`config.mk`:
```
export PLATFORM = sky130hd
export DESIGN_NAME = ctsu_top
export DESIGN_NICKNAME = d
export VERILOG_FILES = /design/src/rtl/ctsu_pkg.sv /design/src/rtl/ctsu_top.sv /design/src/rtl/ctsu_sync.sv /design/src/rtl/ctsu_cap_unit.sv
export SDC_FILE = /design/constraint.sdc
export NUM_CORES = 1
export LEC_CHECK = 0
export BUFFER_PORTS_ARGS = -buffer_cell sky130_fd_sc_hd__buf_2
export CAP_MARGIN = 25
export CORE_MARGIN = 8
export CORE_UTILIZATION = 56
export DETAILED_ROUTE_END_ITERATION = 6
export GPL_ROUTABILITY_DRIVEN = 0
export GPL_TIMING_DRIVEN = 0
export PLACE_DENSITY = 0.77
export SLEW_MARGIN = 20
export SYNTH_ARGS = -nofsm -noshare
export SYNTH_HDL_FRONTEND = slang
export SYNTH_SLANG_ARGS = --single-unit
```
`constraint.sdc`:
```
create_clock -name clk_sys_in -period 2.75 [get_ports clk_sys_in]
set_input_delay 0.275 -clock clk_sys_in [delete_from_list [all_inputs] [get_ports clk_sys_in]]
set_output_delay 0.275 -clock clk_sys_in [all_outputs]
set_load 0.02 [all_outputs]
```
`src/rtl/ctsu_pkg.sv`:
```
// Purpose: Constants and types for the capture timer share unit.
// Assumes: One 100 MHz system clock, synchronous active-low reset.
// Notes: Register offsets are word indices on an 8-bit register port.
//
// Function
// - Control, low and high data registers read/write.
// - Capture/compare use first/third timer, PWM second.
// - Timer choice from third timer control bits.
// - Both units run together, may share timers.
// - Capture units pick first/third timer independently.
// - Special trigger reset hits same-timer capturing unit.
// - Both PWM units share second timer.
// - Capture copies full 16-bit timer into pair.
// - Events: falling, rising, 4th rising, 16th rising.
// - Capture sets flag until software clears it.
// - New capture overwrites unread stored value.
// - Prescaler cleared when off, not capturing, reset.
// - Prescaler switch keeps count, may flag early.
// - Second unit pin: route bit 1 default.
// - Output-driven pin level still makes captures.
// - Mode codes 0100 to 0111 select capture.
// - Mode 0000 disables unit, clears prescaler.
package ctsu_pkg;

  localparam int ADDR_W = 4;
  localparam int DATA_W = 8;
  localparam int TMR_W = 16;
  localparam int NUM_UNITS = 2;
  localparam int MODE_W = 4;
  localparam int PRESC_W = 4;

  // Register map, per unit base plus field offset.
  localparam logic [ADDR_W-1:0] UNIT_STRIDE = 4'h3;
  localparam logic [ADDR_W-1:0] OFS_CTRL = 4'h0;
  localparam logic [ADDR_W-1:0] OFS_LOW = 4'h1;
  localparam logic [ADDR_W-1:0] OFS_HIGH = 4'h2;
  localparam logic [ADDR_W-1:0] OFS_T3CTL = 4'h6;
  localparam logic [ADDR_W-1:0] OFS_FLAGS = 4'h7;
  localparam logic [ADDR_W-1:0] OFS_IEN = 4'h8;
  localparam logic [ADDR_W-1:0] OFS_ROUTE = 4'h9;

  // Control register: bits 7-6 unimplemented, 5-4 duty bits, 3-0 mode.
  localparam logic [DATA_W-1:0] CTRL_IMPL_MASK = 8'h3f;
  localparam int T3_SEL_U0_BIT = 3;
  localparam int T3_SEL_U1_BIT = 6;

  // Reset values.
  localparam logic [DATA_W-1:0] CTRL_RST = 8'h00;
  localparam logic [DATA_W-1:0] DATA_RST = 8'h00;
  localparam logic [DATA_W-1:0] T3CTL_RST = 8'h00;
  localparam logic ROUTE_RST = 1'h1;

  // Mode codes.
  localparam logic [MODE_W-1:0] MODE_OFF = 4'h0;
  localparam logic [MODE_W-1:0] MODE_CAP_FALL = 4'h4;
  localparam logic [MODE_W-1:0] MODE_CAP_RISE = 4'h5;
  localparam logic [MODE_W-1:0] MODE_CAP_RISE4 = 4'h6;
  localparam logic [MODE_W-1:0] MODE_CAP_RISE16 = 4'h7;
  localparam logic [MODE_W-1:0] MODE_CMP_SPECIAL = 4'hb;
  localparam logic [1:0] CLASS_CAPTURE = 2'h1;
  localparam logic [1:0] CLASS_PWM = 2'h3;

  // Prescaler terminal counts.
  localparam logic [PRESC_W-1:0] PRESC_LAST4 = 4'h3;
  localparam logic [PRESC_W-1:0] PRESC_LAST16 = 4'hf;

  typedef enum logic [1:0] {
    CTSU_TB_NONE = 2'h0,
    CTSU_TB_FIRST = 2'h1,
    CTSU_TB_SECOND = 2'h2,
    CTSU_TB_THIRD = 2'h3
  } ctsu_tb_t;

  typedef struct packed {
    logic [ADDR_W-1:0] addr;
    logic [DATA_W-1:0] wdata;
    logic wr;
    logic rd;
  } ctsu_bus_req_t;

  typedef struct packed {
    logic [TMR_W-1:0] first;
    logic [TMR_W-1:0] second;
    logic [TMR_W-1:0] third;
  } ctsu_timers_t;

endpackage : ctsu_pkg

```
`src/rtl/ctsu_top.sv`:
```
// Purpose: Two capture units sharing the first and third timers.
// Assumes: Timer counts arrive on clk_sys_in; capture pins are async.
// Notes: Compare and PWM waveform logic live outside this block.
//
// Decided for this implementation: the address-and-strobe port and the register offsets.
`timescale 1ns/10ps
module ctsu_top (
  // Clock and reset
  input wire logic clk_sys_in,
  input wire logic rstn_in,
  // Register port
  input wire ctsu_pkg::ctsu_bus_req_t bus_in,
  output logic [ctsu_pkg::DATA_W-1:0] rdata_out,
  // Timers
  input wire ctsu_pkg::ctsu_timers_t timers_in,
  input wire logic [ctsu_pkg::NUM_UNITS-1:0] cmp_match_in,
  output logic first_timer_reset_out,
  output logic third_timer_reset_out,
  output ctsu_pkg::ctsu_tb_t [ctsu_pkg::NUM_UNITS-1:0] time_base_out,
  // Capture pins
  input wire logic first_unit_pin_in,
  input wire logic default_route_pin_in,
  input wire logic alternate_route_pin_in,
  // Status
  output logic [ctsu_pkg::NUM_UNITS-1:0] unit_irq_flag_out,
  output logic [ctsu_pkg::NUM_UNITS-1:0] unit_irq_enable_out,
  output logic second_unit_pin_route_cfg_out
);

  localparam int NU = ctsu_pkg::NUM_UNITS;
  localparam int DW = ctsu_pkg::DATA_W;

  // Pin synchronisation.
  logic [2:0] pins_sync;
  logic [NU-1:0] unit_pin;

  ctsu_sync #(
    .WIDTH(3)
  ) u_sync (
    .clk_sys_in(clk_sys_in),
    .rstn_in(rstn_in),
    .async_in({alternate_route_pin_in, default_route_pin_in, first_unit_pin_in}),
    .sync_out(pins_sync)
  );

  // Shared registers.
  logic [DW-1:0] t3ctl_r;
  logic [NU-1:0] ien_r;
  logic route_r;
  logic [DW-1:0] rdata_r;
  logic first_rst_r;
  logic third_rst_r;

  // The level watched is the pad itself, so a port write to an output
  // pin is seen exactly like an external edge.
  assign unit_pin[0] = pins_sync[0];
  assign unit_pin[1] = route_r ? pins_sync[1] : pins_sync[2];

  // Decode of the shared registers.
  wire wr_t3ctl = bus_in.wr && (bus_in.addr == ctsu_pkg::OFS_T3CTL);
  wire wr_flags = bus_in.wr && (bus_in.addr == ctsu_pkg::OFS_FLAGS);
  wire wr_ien = bus_in.wr && (bus_in.addr == ctsu_pkg::OFS_IEN);
  wire wr_route = bus_in.wr && (bus_in.addr == ctsu_pkg::OFS_ROUTE);

  // Per-unit views gathered for the read mux and the timer reset.
  logic [NU-1:0][DW-1:0] ctrl_v;
  logic [NU-1:0][DW-1:0] low_v;
  logic [NU-1:0][DW-1:0] high_v;
  logic [NU-1:0] flag_v;
  logic [NU-1:0] rd_hit_v;
  logic [NU-1:0][DW-1:0] rd_data_v;
  logic [NU-1:0] special_v;
  logic [NU-1:0] sel_third_v;
  logic [NU-1:0] hit_first_v;
  logic [NU-1:0] hit_third_v;

  assign sel_third_v[0] = t3ctl_r[ctsu_pkg::T3_SEL_U0_BIT];
  assign sel_third_v[1] = t3ctl_r[ctsu_pkg::T3_SEL_U1_BIT];

  genvar u;
  generate
    for (u = 0; u < NU; u++) begin : g_unit
      localparam logic [ctsu_pkg::ADDR_W-1:0] BASE =
        ctsu_pkg::ADDR_W'(u * ctsu_pkg::UNIT_STRIDE);
      logic [DW-1:0] ctrl_r;
      logic [DW-1:0] low_r;
      logic [DW-1:0] low_nxt;
      logic [DW-1:0] high_r;
      logic [DW-1:0] high_nxt;
      logic flag_r;
      logic flag_nxt;
      logic cap;
      ctsu_pkg::ctsu_tb_t tb;
      logic [ctsu_pkg::TMR_W-1:0] tmr_val;
      wire [ctsu_pkg::MODE_W-1:0] mode = ctrl_r[ctsu_pkg::MODE_W-1:0];
      wire is_pwm = (mode[3:2] == ctsu_pkg::CLASS_PWM);
      wire a_ctrl = (bus_in.addr == BASE + ctsu_pkg::OFS_CTRL);
      wire a_low = (bus_in.addr == BASE + ctsu_pkg::OFS_LOW);
      wire a_high = (bus_in.addr == BASE + ctsu_pkg::OFS_HIGH);
      wire wr_ctrl = bus_in.wr && a_ctrl;
      wire wr_low = bus_in.wr && a_low;
      wire wr_high = bus_in.wr && a_high;

      ctsu_cap_unit u_cap (
        .clk_sys_in(clk_sys_in),
        .rstn_in(rstn_in),
        .mode_in(mode),
        .pin_in(unit_pin[u]),
        .cap_out(cap)
      );

      // PWM always runs off the second timer; every other active mode
      // takes the first or third timer, chosen per unit.
      assign tb = (mode == ctsu_pkg::MODE_OFF) ? ctsu_pkg::CTSU_TB_NONE :
                  is_pwm ? ctsu_pkg::CTSU_TB_SECOND :
                  sel_third_v[u] ? ctsu_pkg::CTSU_TB_THIRD :
                  ctsu_pkg::CTSU_TB_FIRST;
      assign tmr_val = (tb == ctsu_pkg::CTSU_TB_THIRD) ? timers_in.third :
                       timers_in.first;

      // A capture wins over a software write in the same cycle, and a
      // newer capture simply replaces an unread older one.
      assign low_nxt = cap ? tmr_val[DW-1:0] :
                       wr_low ? bus_in.wdata : low_r;
      assign high_nxt = cap ? tmr_val[ctsu_pkg::TMR_W-1:DW] :
                        wr_high ? bus_in.wdata : high_r;
      // Hardware set beats a software clear in the same cycle.
      assign flag_nxt = cap | (wr_flags ? bus_in.wdata[u] : flag_r);

      always_ff @(posedge clk_sys_in) begin
        if (!rstn_in) begin
          ctrl_r <= ctsu_pkg::CTRL_RST;
          low_r <= ctsu_pkg::DATA_RST;
          high_r <= ctsu_pkg::DATA_RST;
          flag_r <= 1'h0;
        end else begin
          if (wr_ctrl) begin
            ctrl_r <= bus_in.wdata & ctsu_pkg::CTRL_IMPL_MASK;
          end
          low_r <= low_nxt;
          high_r <= high_nxt;
          flag_r <= flag_nxt;
        end
      end

      assign ctrl_v[u] = ctrl_r;
      assign low_v[u] = low_r;
      assign high_v[u] = high_r;
      assign flag_v[u] = flag_r;
      assign rd_hit_v[u] = a_ctrl | a_low | a_high;
      assign rd_data_v[u] = a_ctrl ? ctrl_r : a_low ? low_r : high_r;
      assign time_base_out[u] = tb;
      assign special_v[u] = (mode == ctsu_pkg::MODE_CMP_SPECIAL) && cmp_match_in[u];
      assign hit_first_v[u] = special_v[u] && (tb == ctsu_pkg::CTSU_TB_FIRST);
      assign hit_third_v[u] = special_v[u] && (tb == ctsu_pkg::CTSU_TB_THIRD);
    end
  endgenerate

  // Special event trigger: reset the shared timer; a capturing unit on
  // the same timer then samples the restarted count.
  wire first_rst_nxt = |hit_first_v;
  wire third_rst_nxt = |hit_third_v;

  // Read mux; unmapped offsets read as zero.
  logic [DW-1:0] rd_mux;
  always_comb begin
    rd_mux = '0;
    for (int i = 0; i < NU; i++) begin
      if (rd_hit_v[i]) begin
        rd_mux = rd_data_v[i];
      end
    end
    if (bus_in.addr == ctsu_pkg::OFS_T3CTL) begin
      rd_mux = t3ctl_r;
    end else if (bus_in.addr == ctsu_pkg::OFS_FLAGS) begin
      rd_mux = DW'(flag_v);
    end else if (bus_in.addr == ctsu_pkg::OFS_IEN) begin
      rd_mux = DW'(ien_r);
    end else if (bus_in.addr == ctsu_pkg::OFS_ROUTE) begin
      rd_mux = DW'(route_r);
    end
  end

  always_ff @(posedge clk_sys_in) begin
    if (!rstn_in) begin
      t3ctl_r <= ctsu_pkg::T3CTL_RST;
      ien_r <= '0;
      route_r <= ctsu_pkg::ROUTE_RST;
      rdata_r <= '0;
      first_rst_r <= 1'h0;
      third_rst_r <= 1'h0;
    end else begin
      if (wr_t3ctl) begin
        t3ctl_r <= bus_in.wdata;
      end
      if (wr_ien) begin
        ien_r <= bus_in.wdata[NU-1:0];
      end
      if (wr_route) begin
        route_r <= bus_in.wdata[0];
      end
      rdata_r <= bus_in.rd ? rd_mux : '0;
      first_rst_r <= first_rst_nxt;
      third_rst_r <= third_rst_nxt;
    end
  end

  assign rdata_out = rdata_r;
  assign first_timer_reset_out = first_rst_r;
  assign third_timer_reset_out = third_rst_r;
  assign unit_irq_flag_out = flag_v;
  assign unit_irq_enable_out = ien_r;
  assign second_unit_pin_route_cfg_out = route_r;

endmodule : ctsu_top

```
`src/rtl/ctsu_sync.sv`:
```
// Purpose: Two-stage synchroniser for asynchronous pin levels.
// Assumes: Inputs are slow levels relative to the system clock.
// Notes: Only the second stage may be read by other logic.
`timescale 1ns/10ps
module ctsu_sync #(
  parameter int WIDTH = 1
) (
  // Clock and reset
  input wire logic clk_sys_in,
  input wire logic rstn_in,
  // Levels
  input wire logic [WIDTH-1:0] async_in,
  output logic [WIDTH-1:0] sync_out
);

  logic [WIDTH-1:0] meta_r;
  logic [WIDTH-1:0] sync_r;

  always_ff @(posedge clk_sys_in) begin
    if (!rstn_in) begin
      meta_r <= '0;
      sync_r <= '0;
    end else begin
      meta_r <= async_in;
      sync_r <= meta_r;
    end
  end

  assign sync_out = sync_r;

endmodule : ctsu_sync

```
`src/rtl/ctsu_cap_unit.sv`:
```
// Purpose: Edge detection and prescaler for one capture unit.
// Assumes: pin_in is already synchronised to clk_sys_in.
// Notes: cap_out is a one-cycle pulse that fires the data capture.
`timescale 1ns/10ps
module ctsu_cap_unit (
  // Clock and reset
  input wire logic clk_sys_in,
  input wire logic rstn_in,
  // Configuration and pin
  input wire logic [ctsu_pkg::MODE_W-1:0] mode_in,
  input wire logic pin_in,
  // Event
  output logic cap_out
);

  logic pin_prev_r;
  logic [ctsu_pkg::PRESC_W-1:0] presc_r;
  logic [ctsu_pkg::PRESC_W-1:0] presc_nxt;
  logic [ctsu_pkg::PRESC_W-1:0] presc_last;
  wire rise = pin_in & ~pin_prev_r;
  wire fall = ~pin_in & pin_prev_r;
  wire cap_mode = (mode_in[3:2] == ctsu_pkg::CLASS_CAPTURE);
  wire prescaled = cap_mode && mode_in[1];
  // A count left over from a larger setting still fires on the next edge.
  wire presc_hit = rise && (presc_r >= presc_last);

  assign presc_last = (mode_in == ctsu_pkg::MODE_CAP_RISE4) ?
                      ctsu_pkg::PRESC_LAST4 : ctsu_pkg::PRESC_LAST16;

  always_comb begin
    presc_nxt = presc_r;
    if (!cap_mode) begin
      presc_nxt = '0;
    end else if (prescaled && rise) begin
      presc_nxt = presc_hit ? '0 : presc_r + 1'b1;
    end
  end

  assign cap_out = (mode_in == ctsu_pkg::MODE_CAP_FALL && fall) ||
                   (mode_in == ctsu_pkg::MODE_CAP_RISE && rise) ||
                   (prescaled && presc_hit);

  always_ff @(posedge clk_sys_in) begin
    if (!rstn_in) begin
      pin_prev_r <= 1'h0;
      presc_r <= '0;
    end else begin
      pin_prev_r <= pin_in;
      presc_r <= presc_nxt;
    end
  end

endmodule : ctsu_cap_unit

```
==> results by group, run 1 <==
Die
  • Die span in x: 109 um
  • Num ports: 88
  • Die area: 0.0119 sq mm
  • Std cell rows: 34
  • Initial Utilization: 56.8%
  • Total core area: 0.00855 sq mm
  • Chip height: 109 um

Setup path
  • Slowest Stage Delay on Critical Path: 420 ps
  • CP Max Fanout: 10
  • Reg2Reg Launch Point: g_unit[1].ctrl_r[3]$_SDFFE_PN0P_
  • Element type at the critical path end: flop
  • Reg2Reg Depth: 10
  • Critical Path, Cell by Cell: buf_2 -> nand3b_1 -> nor2_1 -> ha_1 -> a21oi_1 -> a2111o_1 -> o41ai_1 -> buf_4 -> buf_6 -> mux2i_1
  • R2R Path End: g_unit[1].high_r[1]$_SDFFE_PN0P_
  • Worst Setup Start Kind: flop
  • Crit path arrival time: 2810 ps
  • Slowest cell on crit path: a2111o_1
  • Critical path required time: 3030 ps
  • Critical path type: flop to flop
  • Setup slack, reg-to-reg: 220 ps

Finish
  • Most common cell after layout, fill and taps aside: dfxtp_1
  • Area Growth Syn to Fin: 13.6%
  • Final #Nets: 694
  • Diode count: 0
  • FF+latch area: 0.00166 sq mm
  • Fraction of layout cells with a size suffix above 1: 22.5%
  • Fin util: 64.5%
  • # fillers: 705
  • Post-route insts no fill: 731
  • Commonest non-fill, non-tap cells in the layout: dfxtp_1, buf_2, mux2i_1
  • Multi-input gate area: 0.00285 sq mm

Yosys
  • Ys Warns: 0
  • Register area share after synthesis: 34.2%
  • Syn Nets: 617
  • Cell Area, Synth: 0.00486 sq mm
  • Mux cell area share after synthesis: 12.7%
  • Synth Register Bits: 83
  • Number of synthesized flops with an enable pin: 0
  • Primary FF master, synth: dfxtp_1
  • Post-synthesis cell type count: 61
  • Async set or reset register ratio after synthesis: 0%
  • Mean post-synth cell area: 8.96 sq um
  • Xor/xnor cell area share of the yosys netlist: 0%
  • Compound-cell area share of the yosys netlist: 24.6%
  • Largest family of logic cells by synthesized area: compound AO/OA/AOI/OAI gates
  • Cell count after synthesis: 542
  • Adder-cell share of the synthesized area: 1.55%
  • Fraction of the mapped netlist area in simple logic gates: 19.7%

Timing
  • Rel. slew slack: 43.6%
  • Final min period: 2530 ps
  • Slew Limit Fails: 0
  • Final Skew: 12.3 ps
  • Final setup fails: 0
  • Worst Tran Pin Value: 834 ps
  • Period utilization: 92.0%
  • Max Fclk: 395 MHz
  • Setup TNS Final: 0 ps
  • RSZ-0062 raised after global routing: no
  • Final hold vios: 0

Worst hold path
  • Hold Crit Depth: 2
  • Hold Startpoint: first_unit_pin_in
  • Hold Path End: u_sync.meta_r[0]$_SDFF_PN0_
  • Hold Crit Class: input port to flop

Clocking
  • Number of gates resized after CTS: 0
  • Inserted Clock Buffers: 9
  • Clock sink total: 83
  • CTS clk-pin slew, worst paths: 90 ps
  • CTS tree: built
  • Root buffer cell: clkbuf_8
  • Clk buf depth: 2
  • Cts hold-fix bufs: 0
  • Later-pin clock latency in the skew report: 360 ps
  • Setup Buffers After CTS: 0
  • Max H-tree Level: 3

Power
  • Max VDD drop: 0.000266 V
  • PD cells: 436 mW/mm^2
  • Leak Pwr: 2.18 nW
  • Sw Pwr: 0.642 mW
  • Cell Int Power: 1.76 mW
  • Comb pwr share: 11.8%
  • Sw Share: 26.7%
  • Clock share of power: 36.9%
  • Reg power frac: 51.3%

Routing
  • Antenna Violating Nets Remaining: 0
  • WL/cell: 20.1 um
  • Vias: 4,672
  • Avg Vias per Cell: 6.39
  • Drt total wl: 14,700 um
  • 1st-iter DRT viols: 485
  • # DRC: 0
  • TritonRoute pass-1 iters: 6

Outcome
  • Status: finished clean

GRT
  • Vias in the first global route: 4,525
  • Antenna violations before repair: 0
  • Total congestion overflow: 0
  • Largest net degree at the start of global routing: 14
  • Gr usage total: 24.8%
  • Global-route wire length before repair: 23,200 um

Place
  • IO Port Bufs: 66
  • Final HPWL DP: 11,200 um
  • Inst Count DP: 716

Run
  • Max Cap Viol: 0
## cell type report
cell class              instances  area share [%]
plain buffers                  55            5.55
clock buffers                  11            2.56
clock inverters                 4           0.929
inverters                      12           0.816
multi-input cells             392            51.6
flip-flops and latches         83            30.1
well taps                     108            2.45
repair buffers                 66            5.99
## worst max path at each step
stage                                          start                               end  slack, ps  cells after the start
floorplan           g_unit[0].ctrl_r[3]$_SDFFE_PN0P_  g_unit[0].high_r[7]$_SDFFE_PN0P_        540                      9
global placement    g_unit[0].ctrl_r[2]$_SDFFE_PN0P_   g_unit[0].low_r[5]$_SDFFE_PN0P_        230                      9
detailed placement  g_unit[0].ctrl_r[2]$_SDFFE_PN0P_   g_unit[0].low_r[5]$_SDFFE_PN0P_         90                      9
CTS                 g_unit[0].ctrl_r[2]$_SDFFE_PN0P_   g_unit[0].low_r[5]$_SDFFE_PN0P_         50                      9
global route        g_unit[0].ctrl_r[2]$_SDFFE_PN0P_   g_unit[0].low_r[1]$_SDFFE_PN0P_         10                      9
finish              g_unit[1].ctrl_r[3]$_SDFFE_PN0P_  g_unit[1].high_r[1]$_SDFFE_PN0P_        220                     10
## power groups by stage
stage,clock network [mW],registers (mW),logic (mW)
after floorplan,0,1.26,0.162
after global placement,0,1.26,0.272
after detailed placement,0,1.26,0.278
after CTS,0.887,1.23,0.279
after global routing,0.945,1.24,0.304
final,0.888,1.23,0.284
## worst max-delay path, delay by kind of cell, from the launching register on
kind,cells,cell delay (ps)
muxes,1,190
and+or+nand+nor,2,280
buffers and inverters,3,730
adders and majority gates,1,330
AOI/OAI and AO/OA,3,610
DFF,1,310
## per-stage QoR
step	cell area (sq um)	hold slack [ps]	total power [mW]	worst slack, ps
after floorplan	4860	402	1.42	540
after global placement	5320	415	1.53	231
after detailed placement	5320	422	1.54	92.5
after CTS	5520	106	2.40	52.9
after global routing	5520	111	2.48	11.3
final	5520	114	2.41	219
## layer usage
| layer | global-route usage (%) | vias to the layer above | share of wire [%] |
|---|---|---|---|
| met1 | 31.4 | 2197 | 42 |
| met4 | 10.3 | 0 | 3.1 |
| met2 | 39.9 | 240 | 46 |
| met5 | 0 | - | 0 |
| li1 | - | 2194 | - |
| met3 | 5.61 | 41 | 8.7 |
## sequential cells by signal, indices dropped and copies added (netlist names)
register                       cells
g_unit.high_r                     16
second_unit_pin_route_cfg_out      1
rdata_out                          8
unit_irq_enable_out                2
g_unit.flag_r                      2
g_unit.u_cap.pin_prev_r            2
first_timer_reset_out              1
g_unit.low_r                      16
u_sync.sync_out                    3
third_timer_reset_out              1
u_sync.meta_r                      3
t3ctl_r                            8
g_unit.u_cap.presc_r               8
g_unit.ctrl_r                     12
## cell families (layout without fill, tap and decap cells)
group / after synthesis / after routing
buffers and inverters: 67 / 148
AND/OR/NAND/NOR: 166 / 166
AO/OA/AOI/OAI: 159 / 159
flip-flops: 83 / 83
adder cells (fa/ha/maj): 6 / 6
multiplexers: 61 / 61
## synth_stat cells (3+ instances only)
cell	count	area (sq um)
buf_4	3	22.5
nand3b_1	8	60.1
dfxtp_1	83	1660
a221oi_1	19	166
and2_1	8	50.1
buf_2	16	80.1
buf_1	3	11.3
o21ai_0	9	45.0
a221oi_2	3	45.0
nor2_1	22	82.6
o211ai_1	17	128
ha_1	6	75.1
nor3_1	3	15.0
clkbuf_1	25	93.8
nor4_1	3	18.8
and3_1	14	87.6
buf_6	7	78.8
and3_2	6	45.0
a22oi_1	4	30.0
a21oi_1	54	270
a211oi_2	10	125
nand4b_1	4	35.0
nand3_1	23	115
a311o_1	16	160
mux2_2	3	33.8
inv_1	12	45.0
nand2_1	30	113
a211oi_1	9	67.6
or3_1	17	106
nor2b_1	14	87.6
mux2i_1	57	571
(Power assumes the default switching activity.)
==> run 2: changes to the inputs <==
- CORE_ASPECT_RATIO: not set -> 0.7
- HOLD_SLACK_MARGIN: not set -> 0.12
==> results by group, run 2 (synthesis results as in run 1) <==
Routing
  • Top sig layer: met4
  • 1st-iter DRT viols: 702
  • Antenna Violating Nets Remaining: 0
  • Vias: 4,822
  • Met1 WL: 6800 um
  • Metal3 WL: 1570 um
  • TritonRoute pass-1 iters: 6
  • Drt total wl: 15,300 um
  • Avg Vias per Cell: 6.48
  • Met2 Wirelength: 6610 um
  • # DRC: 0
  • WL/cell: 20.5 um

Setup path
  • Critical path startpoint: g_unit[1].ctrl_r[3]$_SDFFE_PN0P_
  • Critical Path, Cell by Cell: buf_2 -> nand3b_1 -> nor2_1 -> ha_1 -> a21oi_1 -> a2111o_1 -> o41ai_1 -> buf_4 -> buf_6 -> mux2i_1
  • Critical path required time: 3010 ps
  • Reg2Reg Launch Point: g_unit[1].ctrl_r[3]$_SDFFE_PN0P_
  • Slowest Stage Delay on Critical Path: 420 ps
  • Critical path type: flop to flop
  • Element type at the critical path end: flop
  • Crit path arrival time: 2790 ps
  • Worst Setup Start Kind: flop
  • Slowest cell on crit path: a2111o_1
  • CP Max Fanout: 10

Die
  • Die area: 0.0120 sq mm
  • Chip height: 93.9 um
  • Num ports: 88
  • Die span in x: 127 um
  • Std cell rows: 28
  • Initial Utilization: 57.5%
  • Total core area: 0.00844 sq mm

Power
  • PD cells: 513 mW/mm^2
  • Reg power frac: 42.3%
  • Sw Share: 24.0%
  • Clock share of power: 47.7%
  • Cell Int Power: 2.22 mW
  • Sw Pwr: 0.701 mW
  • Leak Pwr: 2.25 nW
  • Comb pwr share: 10.0%
  • Max VDD drop: 0.000338 V

Finish
  • Diode count: 0
  • Area Growth Syn to Fin: 17.0%
  • Post-route insts no fill: 744
  • Most common cell after layout, fill and taps aside: dfxtp_1
  • Biggest regs: g_unit.high_r x16, g_unit.low_r x16, g_unit.ctrl_r x12
  • Commonest non-fill, non-tap cells in the layout: dfxtp_1, buf_2, mux2i_1
  • Fraction of layout cells with a size suffix above 1: 22.6%
  • Fin util: 67.3%
  • Final #Nets: 694

Timing
  • Max Fclk: 395 MHz
  • Slew Limit Fails: 0
  • Setup WS post-layout: 221 ps
  • Final hold vios: 0
  • Setup TNS Final: 0 ps
  • Period utilization: 92.0%
  • Final min period: 2530 ps
  • Worst Tran Pin Value: 792 ps
  • Final setup fails: 0
  • Final Skew: 6.16 ps
  • RSZ-0062 raised after global routing: no
  • Rel. slew slack: 46.4%

Clocking
  • Later-pin clock latency in the skew report: 340 ps
  • CTS tree: built
  • Max H-tree Level: 3
  • Clock sink total: 83
  • Root buffer cell: clkbuf_16
  • Setup Buffers After CTS: 0
  • CTS clk-pin slew, worst paths: 60 ps
  • Inserted Clock Buffers: 9
  • Clk buf depth: 2

Run
  • Max Cap Viol: 0

Place
  • Final HPWL DP: 11,500 um
  • Inst Count DP: 728
  • IO Port Bufs: 66
  • Pre-CTS WS: 145 ps

GRT
  • Antenna violations before repair: 0
  • Gr usage total: 25.5%
  • Total congestion overflow: 0
  • Global-route wire length before repair: 23,900 um
  • Largest net degree at the start of global routing: 15
  • Vias in the first global route: 4,489

Worst hold path
  • Hold Startpoint: default_route_pin_in
  • Hold Crit Class: input port to flop

Outcome
  • Status: finished clean
## run 2: cell types whose count changed in the layout (fill, tap and decap cells not counted), sizes merged
cell,previous run,this run
clkbuf,36,35
bufinv,1,3
clkinvlp,1,0
inv,12,13
## run 2: what timing repair did
item | in CTS | in global routing
endpoints found under the setup margin | 0 | 10
hold buffers | 0 | 0
resized for setup | 0 | 1
## run 2: per-stage QoR
step / total power, mW / hold WS [ps] / area [sq um]
6_report: 2.92 / 143 / 5680
5_1_grt: 2.98 / 156 / 5680
4_1_cts: 2.91 / 145 / 5680
3_5_place_dp: 1.54 / 427 / 5340
3_3_place_gp: 1.53 / 422 / 5340
2_1_floorplan: 1.42 / 402 / 4860
## run 2: critical path: cells and delay by family (launching register included)
family,cells,cell delay [ps]
muxes,1,200
DFF,1,300
buffers and inverters,3,720
AOI/OAI and AO/OA,3,610
adders and majority gates,1,320
and+or+nand+nor,2,300
## run 2: path summary, 6_finish.rpt
check,endpoint,slack [ps],depth (start not counted)
hold / removal,u_sync.meta_r[1]$_SDFF_PN0_,140,2
hold reg to reg,u_sync.sync_out[0]$_SDFF_PN0_,440,1
setup / recovery,g_unit[1].high_r[0]$_SDFFE_PN0P_,220,10
setup reg to reg,g_unit[1].high_r[0]$_SDFFE_PN0P_,220,10
## run 2: final cells by class
type | instances | area [sq um]
multi-input combinational | 392 | 2850
inverter | 12 | 45.0
buffer | 55 | 307
sequential | 83 | 1660
timing repair buffer | 66 | 330
clock buffer | 10 | 229
fill | 690 | 2760
clock inverter | 6 | 113
tap | 120 | 150
## run 2: power by group through the flow
stage	Clock [mW]	Combinational, mW	Sequential [mW]
2_1_floorplan	0	0.162	1.26
3_3_place_gp	0	0.273	1.26
3_5_place_dp	0	0.279	1.26
4_1_cts	1.39	0.281	1.23
5_1_grt	1.44	0.309	1.24
6_report	1.39	0.291	1.23
## run 2: per-layer routing
metal / GRT usage [%] / vias to the layer above
met5: 0 / -
met4: 7.69 / 0
met3: 6.01 / 36
met2: 38.8 / 279
met1: 35.2 / 2302
li1: - / 2205
